$ cat src/common/stcu_pkg.sv
/*
 * Shared constants and types of the static memory timing configuration block:
 * register offsets, field positions, command codes, state encoding and carriers.
 * Assumes one 100 MHz clock and a byte-addressed plain register port.
 */
package stcu_pkg;

    // ************************************************************
    // Register byte offsets
    // ************************************************************
    localparam int unsigned ADDR_W = 8;
    localparam logic [7:0] OFS_APPLY_COMMAND = 8'h00;
    localparam logic [7:0] OFS_CYCLE_STAGING = 8'h04;
    localparam logic [7:0] OFS_MODE_STAGING = 8'h08;
    localparam logic [7:0] OFS_OPERATION_MODE = 8'h0c;
    localparam logic [7:0] OFS_TIMING_SHADOW0 = 8'h10;
    localparam logic [7:0] OFS_MODE_SHADOW0 = 8'h20;
    localparam logic [7:0] OFS_BUS_CONTROL = 8'h30;
    localparam logic [7:0] OFS_STATUS = 8'h34;
    localparam logic [7:0] OFS_AREA_STEP = 8'h04;

    // ************************************************************
    // Field positions
    // ************************************************************
    localparam int unsigned CMD_AREA_MSB = 25;
    localparam int unsigned CMD_AREA_LSB = 23;
    localparam int unsigned CMD_TYPE_MSB = 22;
    localparam int unsigned CMD_TYPE_LSB = 21;
    localparam logic [1:0] CMD_TYPE_UPDATE = 2'h2;
    localparam int unsigned TIM_W = 21;
    localparam int unsigned TIM_WE_TIME_BIT = 20;
    localparam int unsigned TIM_TR_MSB = 19;
    localparam int unsigned TIM_TR_LSB = 17;
    localparam int unsigned TIM_PC_MSB = 16;
    localparam int unsigned TIM_PC_LSB = 14;
    localparam int unsigned TIM_WP_MSB = 13;
    localparam int unsigned TIM_WP_LSB = 11;
    localparam int unsigned TIM_CEOE_MSB = 10;
    localparam int unsigned TIM_CEOE_LSB = 8;
    localparam int unsigned TIM_WC_MSB = 7;
    localparam int unsigned TIM_WC_LSB = 4;
    localparam int unsigned TIM_RC_MSB = 3;
    localparam int unsigned TIM_RC_LSB = 0;
    localparam int unsigned MODE_W = 16;
    localparam int unsigned MODE_BURST_MSB = 15;
    localparam int unsigned MODE_BURST_LSB = 13;
    localparam int unsigned MODE_WR_SYNC_BIT = 6;
    localparam int unsigned OPM_W = 5;
    localparam int unsigned OPM_WRITE_HOLD_BIT = 1;
    localparam int unsigned CTL_MUX_BIT = 0;
    localparam logic [4:0] WE_LATE_CYCLES = 5'h02;
    localparam int unsigned AREAS = 4;

    // ************************************************************
    // Types
    // ************************************************************
    typedef enum logic [2:0]
    {
        SM_IDLE = 3'h1,
        SM_TURN = 3'h2,
        SM_ACCESS = 3'h4
    } stcu_state_e;

    typedef struct packed
    {
        logic write;
        logic [1:0] area;
    } stcu_req_s;

    typedef struct packed
    {
        logic [AREAS-1:0] area_select_n;
        logic read_strobe_n;
        logic write_strobe_n;
    } stcu_pins_s;

    typedef struct packed
    {
        stcu_state_e state;
        logic [31:0] rdata;
        logic [4:0] cmd;
        logic [TIM_W-1:0] cyc_stage;
        logic [MODE_W-1:0] mode_stage;
        logic [OPM_W-1:0] opmode;
        logic mux;
        logic [AREAS-1:0][TIM_W-1:0] tim_sh;
        logic [AREAS-1:0][MODE_W-1:0] mode_sh;
        logic [3:0] cnt;
        logic [1:0] area;
        logic wr;
        logic wr_sync;
        logic [TIM_W-1:0] tim;
        logic [8:0] boundary;
        logic have_last;
        logic last_wr;
        logic [1:0] last_area;
        logic cs;
        logic rs;
        logic ws;
        logic done;
    } stcu_state_s;

endpackage

$ cat src/hdl/stcu_top.sv
/*
 * Configuration path and single-access sequencer of an external static memory
 * controller: staging registers, apply command, per-area shadow registers, and
 * the chip-select / strobe timing those shadows drive.
 * Assumes synchronous inputs, a plain register port with read data one cycle
 * after the read strobe, and a master that never strobes read and write at once.
 */
// Implementation choices: the strobed register port and the placing of the registers.
// Summary of operation
// RQ1: Apply command write copies both staging registers into the chosen area shadows.
// RQ2: Area selector bits 25..23 pick area 0..3; codes 1xx are never written.
// RQ3: Command type bits 22..21 must be 10, register update; others are not written.
// RQ4: Reserved command bits read zero and are written as zero.
// RQ5: Multiplexed asynchronous writes: bit 20 low delays write strobe two cycles.
// RQ6: Turnaround bits 19..17 give 1..7 gap cycles; zero never programmed.
// RQ7: Gap inserted read to write, write to read, reads to different areas.
// RQ8: Multiplexed bus mode inserts the gap between all consecutive accesses.
// RQ9: Page access bits 16..14 give 1..7 cycles, separate asynchronous reads only.
// RQ10: Write strobe width bits 13..11 hold the strobe 1..7 cycles.
// RQ11: Write-hold option keeps write strobe asserted as long as chip-select.
// RQ12: Bits 10..8 delay read strobe 1..7 cycles after chip-select.
// RQ13: Write start bits 7..4 give 2..15 cycles after chip-select.
// RQ14: Read start bits 3..0 give 2..15 cycles after chip-select.
// RQ15: Single accesses hold chip-select exactly the write or read start count.
// RQ16: Software keeps start counts 0011..1111 in multiplexed mode.
// RQ17: Software keeps read strobe delay in the contention-safe ranges in multiplexed mode.
// RQ18: Memory wait stretches the current access for as long as it lasts.
// RQ19: Burst boundary bits 15..13 encode none, 32, 64, 128, 256 data.
// RQ20: Software programs both staging registers before issuing the update.
// RQ21: Area mode shadows read back the applied mode in the low 16 bits.
// RQ22: Accesses after an update use the newly applied area values.
module stcu_top
(
    input wire logic ref_clk_i,
    input wire logic reset_n_i,
    input wire logic [stcu_pkg::ADDR_W-1:0] reg_addr_i,
    input wire logic [31:0] reg_wdata_i,
    input wire logic reg_we_i,
    input wire logic reg_re_i,
    output logic [31:0] reg_rdata_o,
    input wire logic req_valid_i,
    input wire stcu_pkg::stcu_req_s req_i,
    output logic req_ready_o,
    input wire logic mem_wait_i,
    output stcu_pkg::stcu_pins_s pins_o,
    output logic access_done_o,
    output logic [8:0] burst_boundary_o
);
    import stcu_pkg::*;

    stcu_state_s s_q;
    stcu_state_s s_d;
    logic need_turn;
    logic [2:0] tr;
    logic [3:0] len;
    logic [4:0] ws_start;
    logic [4:0] ws_end;

    // ************************************************************
    // Helpers
    // ************************************************************
    function automatic logic [8:0] boundary_of(input logic [2:0] code);
        logic [8:0] b;
        b = 9'h000;
        unique case (code)
            3'h1: b = 9'h020;
            3'h2: b = 9'h040;
            3'h3: b = 9'h080;
            3'h4: b = 9'h100;
            default: b = 9'h000;
        endcase
        return b;
    endfunction

    function automatic logic [3:0] area_of(input logic [7:0] addr, input logic [7:0] base);
        logic [7:0] diff;
        diff = addr - base;
        return {2'h0, diff[3:2]};
    endfunction

    assign tr = s_q.tim[TIM_TR_MSB:TIM_TR_LSB];
    assign len = s_q.wr ? s_q.tim[TIM_WC_MSB:TIM_WC_LSB] : s_q.tim[TIM_RC_MSB:TIM_RC_LSB];
    // Turnaround is counted from acceptance of the next request, so idle time does not shorten it
    assign need_turn = s_q.have_last
        && (s_q.mux // [RQ8]
        || (s_q.last_wr != req_i.write) // [RQ7]
        || (!req_i.write && (s_q.last_area != req_i.area))); // [RQ7]

    // ************************************************************
    // Next state
    // ************************************************************
    always_comb
    begin
        s_d = s_q;
        s_d.rdata = 32'h0000_0000;
        s_d.done = 1'b0;
        ws_start = 5'h00;
        ws_end = 5'h00;

        if (reg_we_i)
        begin
            case (reg_addr_i)
                OFS_APPLY_COMMAND:
                begin
                    s_d.cmd = reg_wdata_i[CMD_AREA_MSB:CMD_TYPE_LSB];
                    // Prohibited codes are ignored so a stray write cannot corrupt an area
                    if (reg_wdata_i[CMD_TYPE_MSB:CMD_TYPE_LSB] == CMD_TYPE_UPDATE // [RQ3]
                        && !reg_wdata_i[CMD_AREA_MSB]) // [RQ2]
                    begin
                        s_d.tim_sh[reg_wdata_i[CMD_AREA_LSB+1:CMD_AREA_LSB]] = s_q.cyc_stage; // [RQ1]
                        s_d.mode_sh[reg_wdata_i[CMD_AREA_LSB+1:CMD_AREA_LSB]] = s_q.mode_stage; // [RQ1]
                    end
                end
                OFS_CYCLE_STAGING: s_d.cyc_stage = reg_wdata_i[TIM_W-1:0];
                OFS_MODE_STAGING: s_d.mode_stage = reg_wdata_i[MODE_W-1:0];
                OFS_OPERATION_MODE: s_d.opmode = reg_wdata_i[OPM_W-1:0];
                OFS_BUS_CONTROL: s_d.mux = reg_wdata_i[CTL_MUX_BIT];
                default: s_d.cmd = s_q.cmd;
            endcase
        end

        if (reg_re_i)
        begin
            if (reg_addr_i >= OFS_TIMING_SHADOW0 && reg_addr_i < OFS_MODE_SHADOW0 && reg_addr_i[1:0] == 2'h0)
            begin
                s_d.rdata = {11'h000, s_q.tim_sh[area_of(reg_addr_i, OFS_TIMING_SHADOW0)]};
            end
            else if (reg_addr_i >= OFS_MODE_SHADOW0 && reg_addr_i < OFS_BUS_CONTROL && reg_addr_i[1:0] == 2'h0)
            begin
                s_d.rdata = {16'h0000, s_q.mode_sh[area_of(reg_addr_i, OFS_MODE_SHADOW0)]}; // [RQ21]
            end
            else
            begin
                case (reg_addr_i)
                    OFS_APPLY_COMMAND: s_d.rdata = {6'h00, s_q.cmd, 21'h000000}; // [RQ4]
                    OFS_CYCLE_STAGING: s_d.rdata = {11'h000, s_q.cyc_stage};
                    OFS_MODE_STAGING: s_d.rdata = {16'h0000, s_q.mode_stage};
                    OFS_OPERATION_MODE: s_d.rdata = {27'h0000000, s_q.opmode};
                    OFS_BUS_CONTROL: s_d.rdata = {31'h00000000, s_q.mux};
                    OFS_STATUS: s_d.rdata = {19'h00000, s_q.boundary, s_q.last_wr, s_q.last_area,
                                             (s_q.state != SM_IDLE)};
                    default: s_d.rdata = 32'h0000_0000;
                endcase
            end
        end

        unique case (s_q.state)
            SM_IDLE:
            begin
                if (req_valid_i)
                begin
                    s_d.area = req_i.area;
                    s_d.wr = req_i.write;
                    // Shadows are sampled at the start so an update lands on the next access
                    s_d.tim = s_q.tim_sh[req_i.area]; // [RQ22]
                    s_d.wr_sync = s_q.mode_sh[req_i.area][MODE_WR_SYNC_BIT];
                    s_d.boundary = boundary_of(s_q.mode_sh[req_i.area][MODE_BURST_MSB:MODE_BURST_LSB]); // [RQ19]
                    s_d.cnt = 4'h0;
                    s_d.state = need_turn ? SM_TURN : SM_ACCESS;
                end
            end
            SM_TURN:
            begin
                // A zero turnaround still yields one gap cycle
                if ({1'b0, s_q.cnt} + 5'h01 >= {2'h0, tr}) // [RQ6]
                begin
                    s_d.cnt = 4'h0;
                    s_d.state = SM_ACCESS;
                end
                else
                begin
                    s_d.cnt = s_q.cnt + 4'h1;
                end
            end
            SM_ACCESS:
            begin
                if (!mem_wait_i) // [RQ18]
                begin
                    if ({1'b0, s_q.cnt} + 5'h01 >= {1'b0, len}) // [RQ13] [RQ14] [RQ15]
                    begin
                        s_d.state = SM_IDLE;
                        s_d.cnt = 4'h0;
                        s_d.done = 1'b1;
                        s_d.have_last = 1'b1;
                        s_d.last_wr = s_q.wr;
                        s_d.last_area = s_q.area;
                    end
                    else
                    begin
                        s_d.cnt = s_q.cnt + 4'h1;
                    end
                end
            end
        endcase

        // Strobes are derived from the next count so the pins come straight from flops
        s_d.cs = (s_d.state == SM_ACCESS);
        if (s_q.mux && !s_d.wr_sync && !s_d.tim[TIM_WE_TIME_BIT]) // [RQ5]
        begin
            ws_start = WE_LATE_CYCLES;
        end
        ws_end = ws_start + {2'h0, s_d.tim[TIM_WP_MSB:TIM_WP_LSB]}; // [RQ10]
        s_d.ws = s_d.cs && s_d.wr && ({1'b0, s_d.cnt} >= ws_start)
            && (s_q.opmode[OPM_WRITE_HOLD_BIT] || ({1'b0, s_d.cnt} < ws_end)); // [RQ11]
        s_d.rs = s_d.cs && !s_d.wr && ({1'b0, s_d.cnt} >= {2'h0, s_d.tim[TIM_CEOE_MSB:TIM_CEOE_LSB]}); // [RQ12]
        // Page access timing is kept per area; this sequencer issues single accesses only [RQ9]
    end

    // ************************************************************
    // State register
    // ************************************************************
    always_ff @(posedge ref_clk_i or negedge reset_n_i)
    begin
        if (!reset_n_i)
        begin
            s_q <= '{state: SM_IDLE, default: '0};
        end
        else
        begin
            s_q <= s_d;
        end
    end

    assign reg_rdata_o = s_q.rdata;
    assign req_ready_o = (s_q.state == SM_IDLE);
    assign access_done_o = s_q.done;
    assign burst_boundary_o = s_q.boundary;
    assign pins_o.area_select_n = ~({3'h0, s_q.cs} << s_q.area);
    assign pins_o.read_strobe_n = ~s_q.rs;
    assign pins_o.write_strobe_n = ~s_q.ws;
endmodule
$ cat config.mk
export PLATFORM = sky130hd
export DESIGN_NAME = stcu_top
export DESIGN_NICKNAME = d
export VERILOG_FILES = /design/src/common/stcu_pkg.sv /design/src/hdl/stcu_top.sv
export SDC_FILE = /design/constraint.sdc
export NUM_CORES = 1
export LEC_CHECK = 0
export ABC_AREA = 1
export BUFFER_PORTS_ARGS = -buffer_cell sky130_fd_sc_hd__buf_4
export CAP_MARGIN = 15
export CORE_MARGIN = 2
export CORE_UTILIZATION = 55
export DETAILED_ROUTE_END_ITERATION = 12
export GPL_TIMING_DRIVEN = 0
export PLACE_DENSITY_LB_ADDON = 0.25
export SETUP_SLACK_MARGIN = 0.5
export SYNTH_ARGS = -nofsm -noshare
export SYNTH_HDL_FRONTEND = slang
export SYNTH_SLANG_ARGS = --single-unit
export TNS_END_PERCENT = 50
$ cat constraint.sdc
create_clock -name ref_clk_i -period 6.7 [get_ports ref_clk_i]
set_input_delay 0 -clock ref_clk_i [delete_from_list [all_inputs] [get_ports ref_clk_i]]
set_output_delay 0 -clock ref_clk_i [all_outputs]
set_load 0.03 [all_outputs]
Yosys cells after proc, flatten, opt, wreduce, memory -nomap -nowiden
Index checks and enable logic that the tools add are counted.
{"block": "op_classes", "add_sub_neg": 5, "order_cmp": 14, "n_eq_ne": 17, "shift": 1, "n_mux": 36, "bitwise_logic": 4, "reduce_logical": 33}
{"operator": "$pmux 26 s6", "n": 1}
{"operator": "$bmux 21 s2", "n": 2}
{"operator": "$bwmux 84", "n": 1}
{"operator": "$mux 26", "n": 3}
{"operator": "$bmux 16 s2", "n": 2}
{"operator": "$bwmux 64", "n": 1}
{"operator": "$mux 21", "n": 3}
{"operator": "$mux 16", "n": 3}
{"operator": "$demux 21 s2", "n": 1}
{"operator": "$mux 38", "n": 1}
{"operator": "$pmux 9 s4", "n": 1}
{"operator": "$demux 16 s2", "n": 1}
{"operator": "$mux 32", "n": 1}
{"operator": "$eq 8x4->1 const B", "n": 2}
{"operator": "$eq 8x6->1 const B", "n": 2}
{"operator": "$lt 8x6->1 const B", "n": 2}
{"operator": "$mux 4", "n": 4}
{"operator": "$logic_and 1x1->1", "n": 15}
{"operator": "$mux 3", "n": 5}
{"operator": "$lt 2x3->1 const B", "n": 4}
{"operator": "$pmux 4 s3", "n": 1}
{"operator": "$reduce_and 2->1", "n": 6}
{"operator": "$eq 3x2->1 const B", "n": 3}
{"operator": "$eq 3x3->1 const B", "n": 3}
{"operator": "other kinds (29)", "n": 42}
{"block": "word_totals", "reg_bits": 277, "inputBits": 49, "output_inout_bits": 49, "word_cells": 139}

Longest topological paths before layout
Gate-level depths: netlist of the first run.
{"block": "depth", "word_depth": 14, "mapped_depth": 22, "depth_no_buf": 21}

Least setup slack after synthesis of the first run
OpenSTA, ideal clock, no wires.
{"block": "synth_timing", "path_kind": "reg2reg", "start": "reg s_q[42] (netlist bit)", "end": "reg s_q[2] (netlist bit)", "setup_time_ns": 0.071, "t_arrival_ns": 2.573, "required_ns": 6.629, "slack_ns": 4.056, "stages_incl_launch_ff": 20, "path_buffers": 0, "period_less_slack_ns": 2.644, "cell_sequence": "dfrtp_1 ha_1 xor2_1 ha_1 nand2_1 inv_1 nand2_1 nand2_1 nand2_1 nand2_1 nand2_1 nand3_1 nand3_1 inv_1 ha_1 nor2_1 or2_2 nand3_1 a31oi_1 nor2_1"}
{"item": "from (decl)", "line": "stcu_top.sv:51", "text": "stcu_state_s s_q;"}
{"item": "from (signal assigned)", "line": "stcu_top.sv:216", "text": "s_q <= '{state: SM_IDLE, default: '0};"}
{"item": "from (signal assigned)", "line": "stcu_top.sv:220", "text": "s_q <= s_d;"}

==> results of run 1 <==
==> worst max path at each step <==
stage	from	to	slack, ns	depth (start not counted)
finish	s_q[42]	s_q[2]	3.69	19
global placement	reset_n_i	reg_rdata_o[18]	3.47	1
detailed placement	s_q[42]	s_q[2]	3.76	19
global route	s_q[42]	s_q[2]	3.45	19
CTS	s_q[42]	s_q[2]	3.70	19
floorplan	s_q[42]	s_q[2]	4.06	19
==> synthesized netlist by cell type (6+ instances only) <==
| master | instances |
|---|---|
| inv_1 | 129 |
| o211ai_1 | 7 |
| nand2_1 | 314 |
| o22ai_1 | 82 |
| a21oi_1 | 29 |
| nand4_1 | 8 |
| o21ai_1 | 146 |
| nor3_1 | 48 |
| inv_2 | 8 |
| buf_2 | 45 |
| a31oi_1 | 6 |
| clkbuf_1 | 28 |
| nand3_1 | 30 |
| buf_4 | 43 |
| ha_1 | 13 |
| dfrtp_1 | 262 |
| o21a_1 | 22 |
| nor2_1 | 65 |
| o21ai_0 | 86 |
==> power by group <==
group          internal [W]  total [W]  switching (W)  leakage [nW]
combinational      0.000291   0.000808       0.000517          2.84
clock              0.000999    0.00165       0.000655         0.483
sequential          0.00171    0.00180      0.0000930          3.58
==> timing repair <==
| action | 4_1_cts | 5_1_grt |
|---|---|---|
| setup endpoints to repair | 0 | 0 |
| hold buffers | 38 | 0 |
| hold endpoints to repair | 158 | 0 |
==> layer usage <==
layer | global-route usage [%] | routed length, um | vias to the layer above
li1 | - | - | 5068
met1 | 45.70 | 15450 | 5335
met2 | 51.85 | 17350 | 670
met3 | 8.906 | 4580 | 110
met4 | 13.44 | 1756 | 0
met5 | 0 | 0 | -
==> critical path: stages, from the launching register on <==
cell     delay, ns
dfrtp_1       0.50
ha_1          0.24
xor2_1        0.34
ha_1          0.31
nand2_1       0.07
inv_1         0.04
nand2_1       0.05
nand2_1       0.05
nand2_1       0.05
nand2_1       0.07
nand2_1       0.11
nand3_1       0.12
nand3_1       0.12
inv_1         0.05
ha_1          0.27
nor2_1        0.12
or2_2         0.12
nand3_1       0.08
a31oi_1       0.15
nor2_1        0.05
==> kinds of logic (layout without fill, tap and decap cells) <==
family          after synthesis  count (layout)  synth area share [%]
compound gates              403             403                 18.48
mux                           3               3                0.2426
flops                       263             263                 53.18
buf+inv                     261             430                 9.977
simple gates                484             484                 16.43
xor+xnor                      5               5                0.3539
fa+ha+maj                    13              13                 1.314
other cells                   1              11               0.03030
==> registers in the layout, summed over array words and instances (netlist names) <==
register,cells
burst_boundary_o,4
access_done_o,1
reg_rdata_o,26
s_q,232
==> stage by stage <==
stage          total power, W  util [%]  instance area, um2  instances
2_1_floorplan        0.002327         -               12420       1443
3_3_place_gp         0.002572     60.77               13340       1800
3_5_place_dp         0.002603     61.05               13410       1802
4_1_cts              0.004253     67.27               14770       1892
5_1_grt              0.004432     67.27               14770       1892
6_report             0.004266     67.27               14770       1892
==> cell type report <==
class	count	share of cell area (%)
clock buffers	39	5.506
flip-flops and latches	263	44.57
well taps	280	2.372
plain buffers	123	4.854
multi-input cells	919	31.13
clock inverters	13	1.152
inverters	138	3.507
repair buffers	117	6.912
==> results.cfg, run 1 <==
[yosys]
ys.flop_type = dfrtp_1
yosys.area.top_type = dfrtp_1
ys_types = 44
synth-edff-count = 0
synth.avg_cell_area_um2 = 8.638
async_reset_ff_share_pct = 100.0
yosysSeqAreaShare_pct = 53.18
syn_area_um2 = 12380
syn_inst = 1433
synth_area_leaders = dfrtp_1, nand2_1, o21ai_1
ys_warn_count = 0
ys_ff_latch = 263
synth_top_area_share_pct = 52.97

[global_routing]
grt_usage_pct = 33.63
antenna_found_initial = 0
grt_pass1_vias = 11009
grt_start_max_net_pins = 108
grt_pass1_wl_um = 61640
grt_overflow_total = 0

[setup_path]
worstPathRequired_ns = 7.14
worstSetupPathType = reg -> reg
r2r-start = s_q[42]
worst_setup_path_start_kind = register
arrival_ns = 3.45
endpoint_kind = register
crit_fanout = 7
reg2regPathDepth = 19
reg2reg_slack_ns = 3.69
r2r_end = s_q[2]

[cts]
cts_setup_buffers = 0
cts_tree = yes
cts_max_level = 1
clk_pin_slew_worst_paths_ns = 0.06
post_cts_resized = 0
clock-sinks = 263
clkLatencyLatePin_ns = 0.55
ctsRootBufferMaster = clkbuf_16
cts-buffers-inserted = 28
clockBufferDepth = 3

[sta]
slew_violations = 0
whs_ns = 0.003830
fin_worst_skew_ns = 0.01437
hold_viol = 0
period_minus_slack_ns = 3.012
slew_headroom_pct = 37.74
rsz0062_at_grt = false
post-route-period-util_pct = 44.95
tns_ns = 0
worstMarginPinSlew_ns = 0.9103
setup_slack_ns = 3.688
setup_viol = 0
timing.fmax_ghz = 0.3320

[die]
core-area_um2 = 21960
rows = 54
die_area_um2 = 23720
die-width_um = 154.0
start_util_pct = 56.37
die_y_um = 154.0
io_pins = 98

[drt]
drc_errors = 0
ant_nets = 0
wire_per_inst_um = 20.69
vias_per_cell = 5.911
postRouteWirelength_um = 39140
vias = 11183
first_pass_iters = 7
drtIter0Drc = 1554

[pwr]
p_per_area_nw_per_um2 = 288.8
p_leak_nw = 6.901
peakVddDrop_uv = 173.8

[placement]
hpwl_um = 27250
place.gp.congestion = 0.9672
place_ws_ns = 3.760
port-buffer-count = 77

[cells_and_area]
fin_nets = 1652
drive_above_1_share_pct = 15.38
multi_input_area_um2 = 4598
final_cell_mix = nand2_1, dfrtp_1, o21ai_1, inv_1, buf_4
mostFrequentLayoutCell = nand2_1
antenna_cells = 0
fillers = 1774
seq_area_um2 = 6583
area_growth_pct = 19.33

[hold_path]
hp-start = reg_addr_i[7]
worstHoldPathType = in -> reg
hold-path-cell-count = 5
whs_endpoint = s_q[194]

[run_status]
outcome = finished, final reports clean

[run]
drv_cap = 0
Note: power is estimated with default switching activity, not from simulation.
==> inputs of run 2 (changes only) <==
Settings changed: CORE_UTILIZATION 55 to 54.
Clock period 6.7 ns to 2.6 ns, I/O delays scaled along.
==> run 2 against run 1 <==
- the flow now finishes with violations (negative setup slack)
- hold slack better by 0.0075 ns
- design area increased by 3.9%
- die area grew 1.8%
- non-clock buffer count up 26
==> results.cfg, run 2 (synthesized netlist as in run 1, its figures left out) <==
[run_status]
outcome = finished with violations
violations = negative setup slack

[die]
core-area_um2 = 22570
start_util_pct = 54.84
rows = 55
die_area_um2 = 24150
die_y_um = 155.4
io_pins = 98
die-width_um = 155.4

[placement]
place.gp.congestion = 0.9771
port-buffer-count = 77
place_ws_ns = -0.2854
hpwl_um = 27450

[global_routing]
grt_start_max_net_pins = 102
grt_pass1_vias = 11030
grt_overflow_total = 0
antenna_found_initial = 0
grt_pass1_wl_um = 62170
grt_usage_pct = 33.75

[drt]
drc_errors = 0
postRouteWirelength_um = 40570
drtIter0Drc = 1347
vias = 11423
vias_per_cell = 5.934
first_pass_iters = 6
wire_per_inst_um = 21.08
ant_nets = 0

[cts]
cts_tree = yes
cts-buffers-inserted = 29
clockBufferDepth = 3
ctsRootBufferMaster = clkbuf_16
clock-sinks = 263
clkLatencyLatePin_ns = 0.57
cts_max_level = 1
clk_pin_slew_worst_paths_ns = 0.06

[sta]
period_minus_slack_ns = 2.650
fin_worst_skew_ns = 0.01630
slew_headroom_pct = 40.70
hold_viol = 0
slew_violations = 0
post-route-period-util_pct = 101.9
rsz0062_at_grt = true
timing.fmax_ghz = 0.3773
whs_ns = 0.01138
worstMarginPinSlew_ns = 0.8896
setup_slack_ns = -0.05032
setup_viol = 2

[pwr]
peakVddDrop_uv = 505.5
p_leak_nw = 7.133
p_per_area_nw_per_um2 = 787.1

[cells_and_area]
antenna_cells = 0
largest-register = s_q
largest_register_ffs = 232
final_cell_mix = nand2_1, dfrtp_1, o21ai_1, buf_4, inv_1
area_growth_pct = 23.97
mostFrequentLayoutCell = nand2_1
drive_above_1_share_pct = 19.02
fillers = 1822
fin_nets = 1679

[setup_path]
worstSetupPathType = reg -> reg
r2r_end = s_q[42]
arrival_ns = 3.10
endpoint_kind = register
reg2regPathDepth = 19
crit_fanout = 4
reg2reg_slack_ns = -0.05
r2r-start = s_q[42]
worst_setup_path_start_kind = register
worstPathRequired_ns = 3.05

[run]
drv_cap = 0

[hold_path]
worstHoldPathType = in -> async
## run 2: critical path, cell delays in order (launching register included)
cell     delay [ns]
dfrtp_2        0.44
ha_4           0.20
xor2_4         0.20
ha_4           0.29
nand2_2        0.05
inv_1          0.05
nand2_1        0.04
nand2_1        0.05
nand2_1        0.06
nand2_2        0.08
nand2_2        0.06
nand3_2        0.09
nand3_2        0.08
buf_4          0.13
buf_4          0.12
buf_4          0.12
buf_4          0.12
buf_4          0.12
buf_4          0.12
buf_4          0.12
## run 2: layer usage
| layer | wire length (um) | vias to the layer above | track usage, % |
|---|---|---|---|
| met5 | 0 | - | 0 |
| met4 | 1928 | 0 | 15.07 |
| met3 | 4684 | 152 | 8.719 |
| met2 | 18090 | 687 | 51.24 |
| met1 | 15870 | 5463 | 46.03 |
| li1 | - | 5121 | - |
## run 2: what timing repair did
action	CTS	global route
pin swaps	17	12
gates resized for setup	32	23
endpoints found under the setup margin	10	25
setup buffers	19	4
hold buffers	41	0
endpoints found under the hold margin	229	0
## run 2: layout make-up
cell class | instances | area (um2) | share of cell area, %
inverter | 138 | 520.5 | 3.392
tap | 285 | 356.6 | 2.324
timing repair buffer | 143 | 1231 | 8.023
multi-input combinational | 919 | 4802 | 31.29
sequential | 263 | 6586 | 42.92
clock buffer | 39 | 813.3 | 5.300
clock inverter | 15 | 304.0 | 1.981
buffer | 123 | 730.7 | 4.762
## run 2: power breakdown
group,switching [W],internal (W)
sequential,0.000244,0.00441
combinational,0.00158,0.00112
clock,0.00173,0.00300
total,0.00355,0.00853
## run 2: per-stage QoR
step | cell area [um2] | instances | util (%) | TNS [ns] | power, W
after floorplan | 12450 | 1443 | - | 0 | 0.006028
final | 15340 | 1925 | 67.98 | -0.08054 | 0.01208
after detailed placement | 13450 | 1807 | 59.58 | -0.5026 | 0.006738
after global routing | 15340 | 1925 | 67.98 | -0.4374 | 0.01254
after global placement | 13390 | 1805 | 59.30 | -153.60 | 0.006664
after CTS | 15240 | 1921 | 67.53 | 0 | 0.01190
## run 2: worst max-delay path by stage
stage	endpoint	start	cells past startpoint
after detailed placement	s_q[2]	s_q[42]	19
final	s_q[42]	s_q[42]	19
after global routing	s_q[2]	s_q[42]	19
after floorplan	s_q[2]	s_q[42]	19
after global placement	s_q[124]	reset_n_i	1
after CTS	s_q[2]	s_q[42]	19
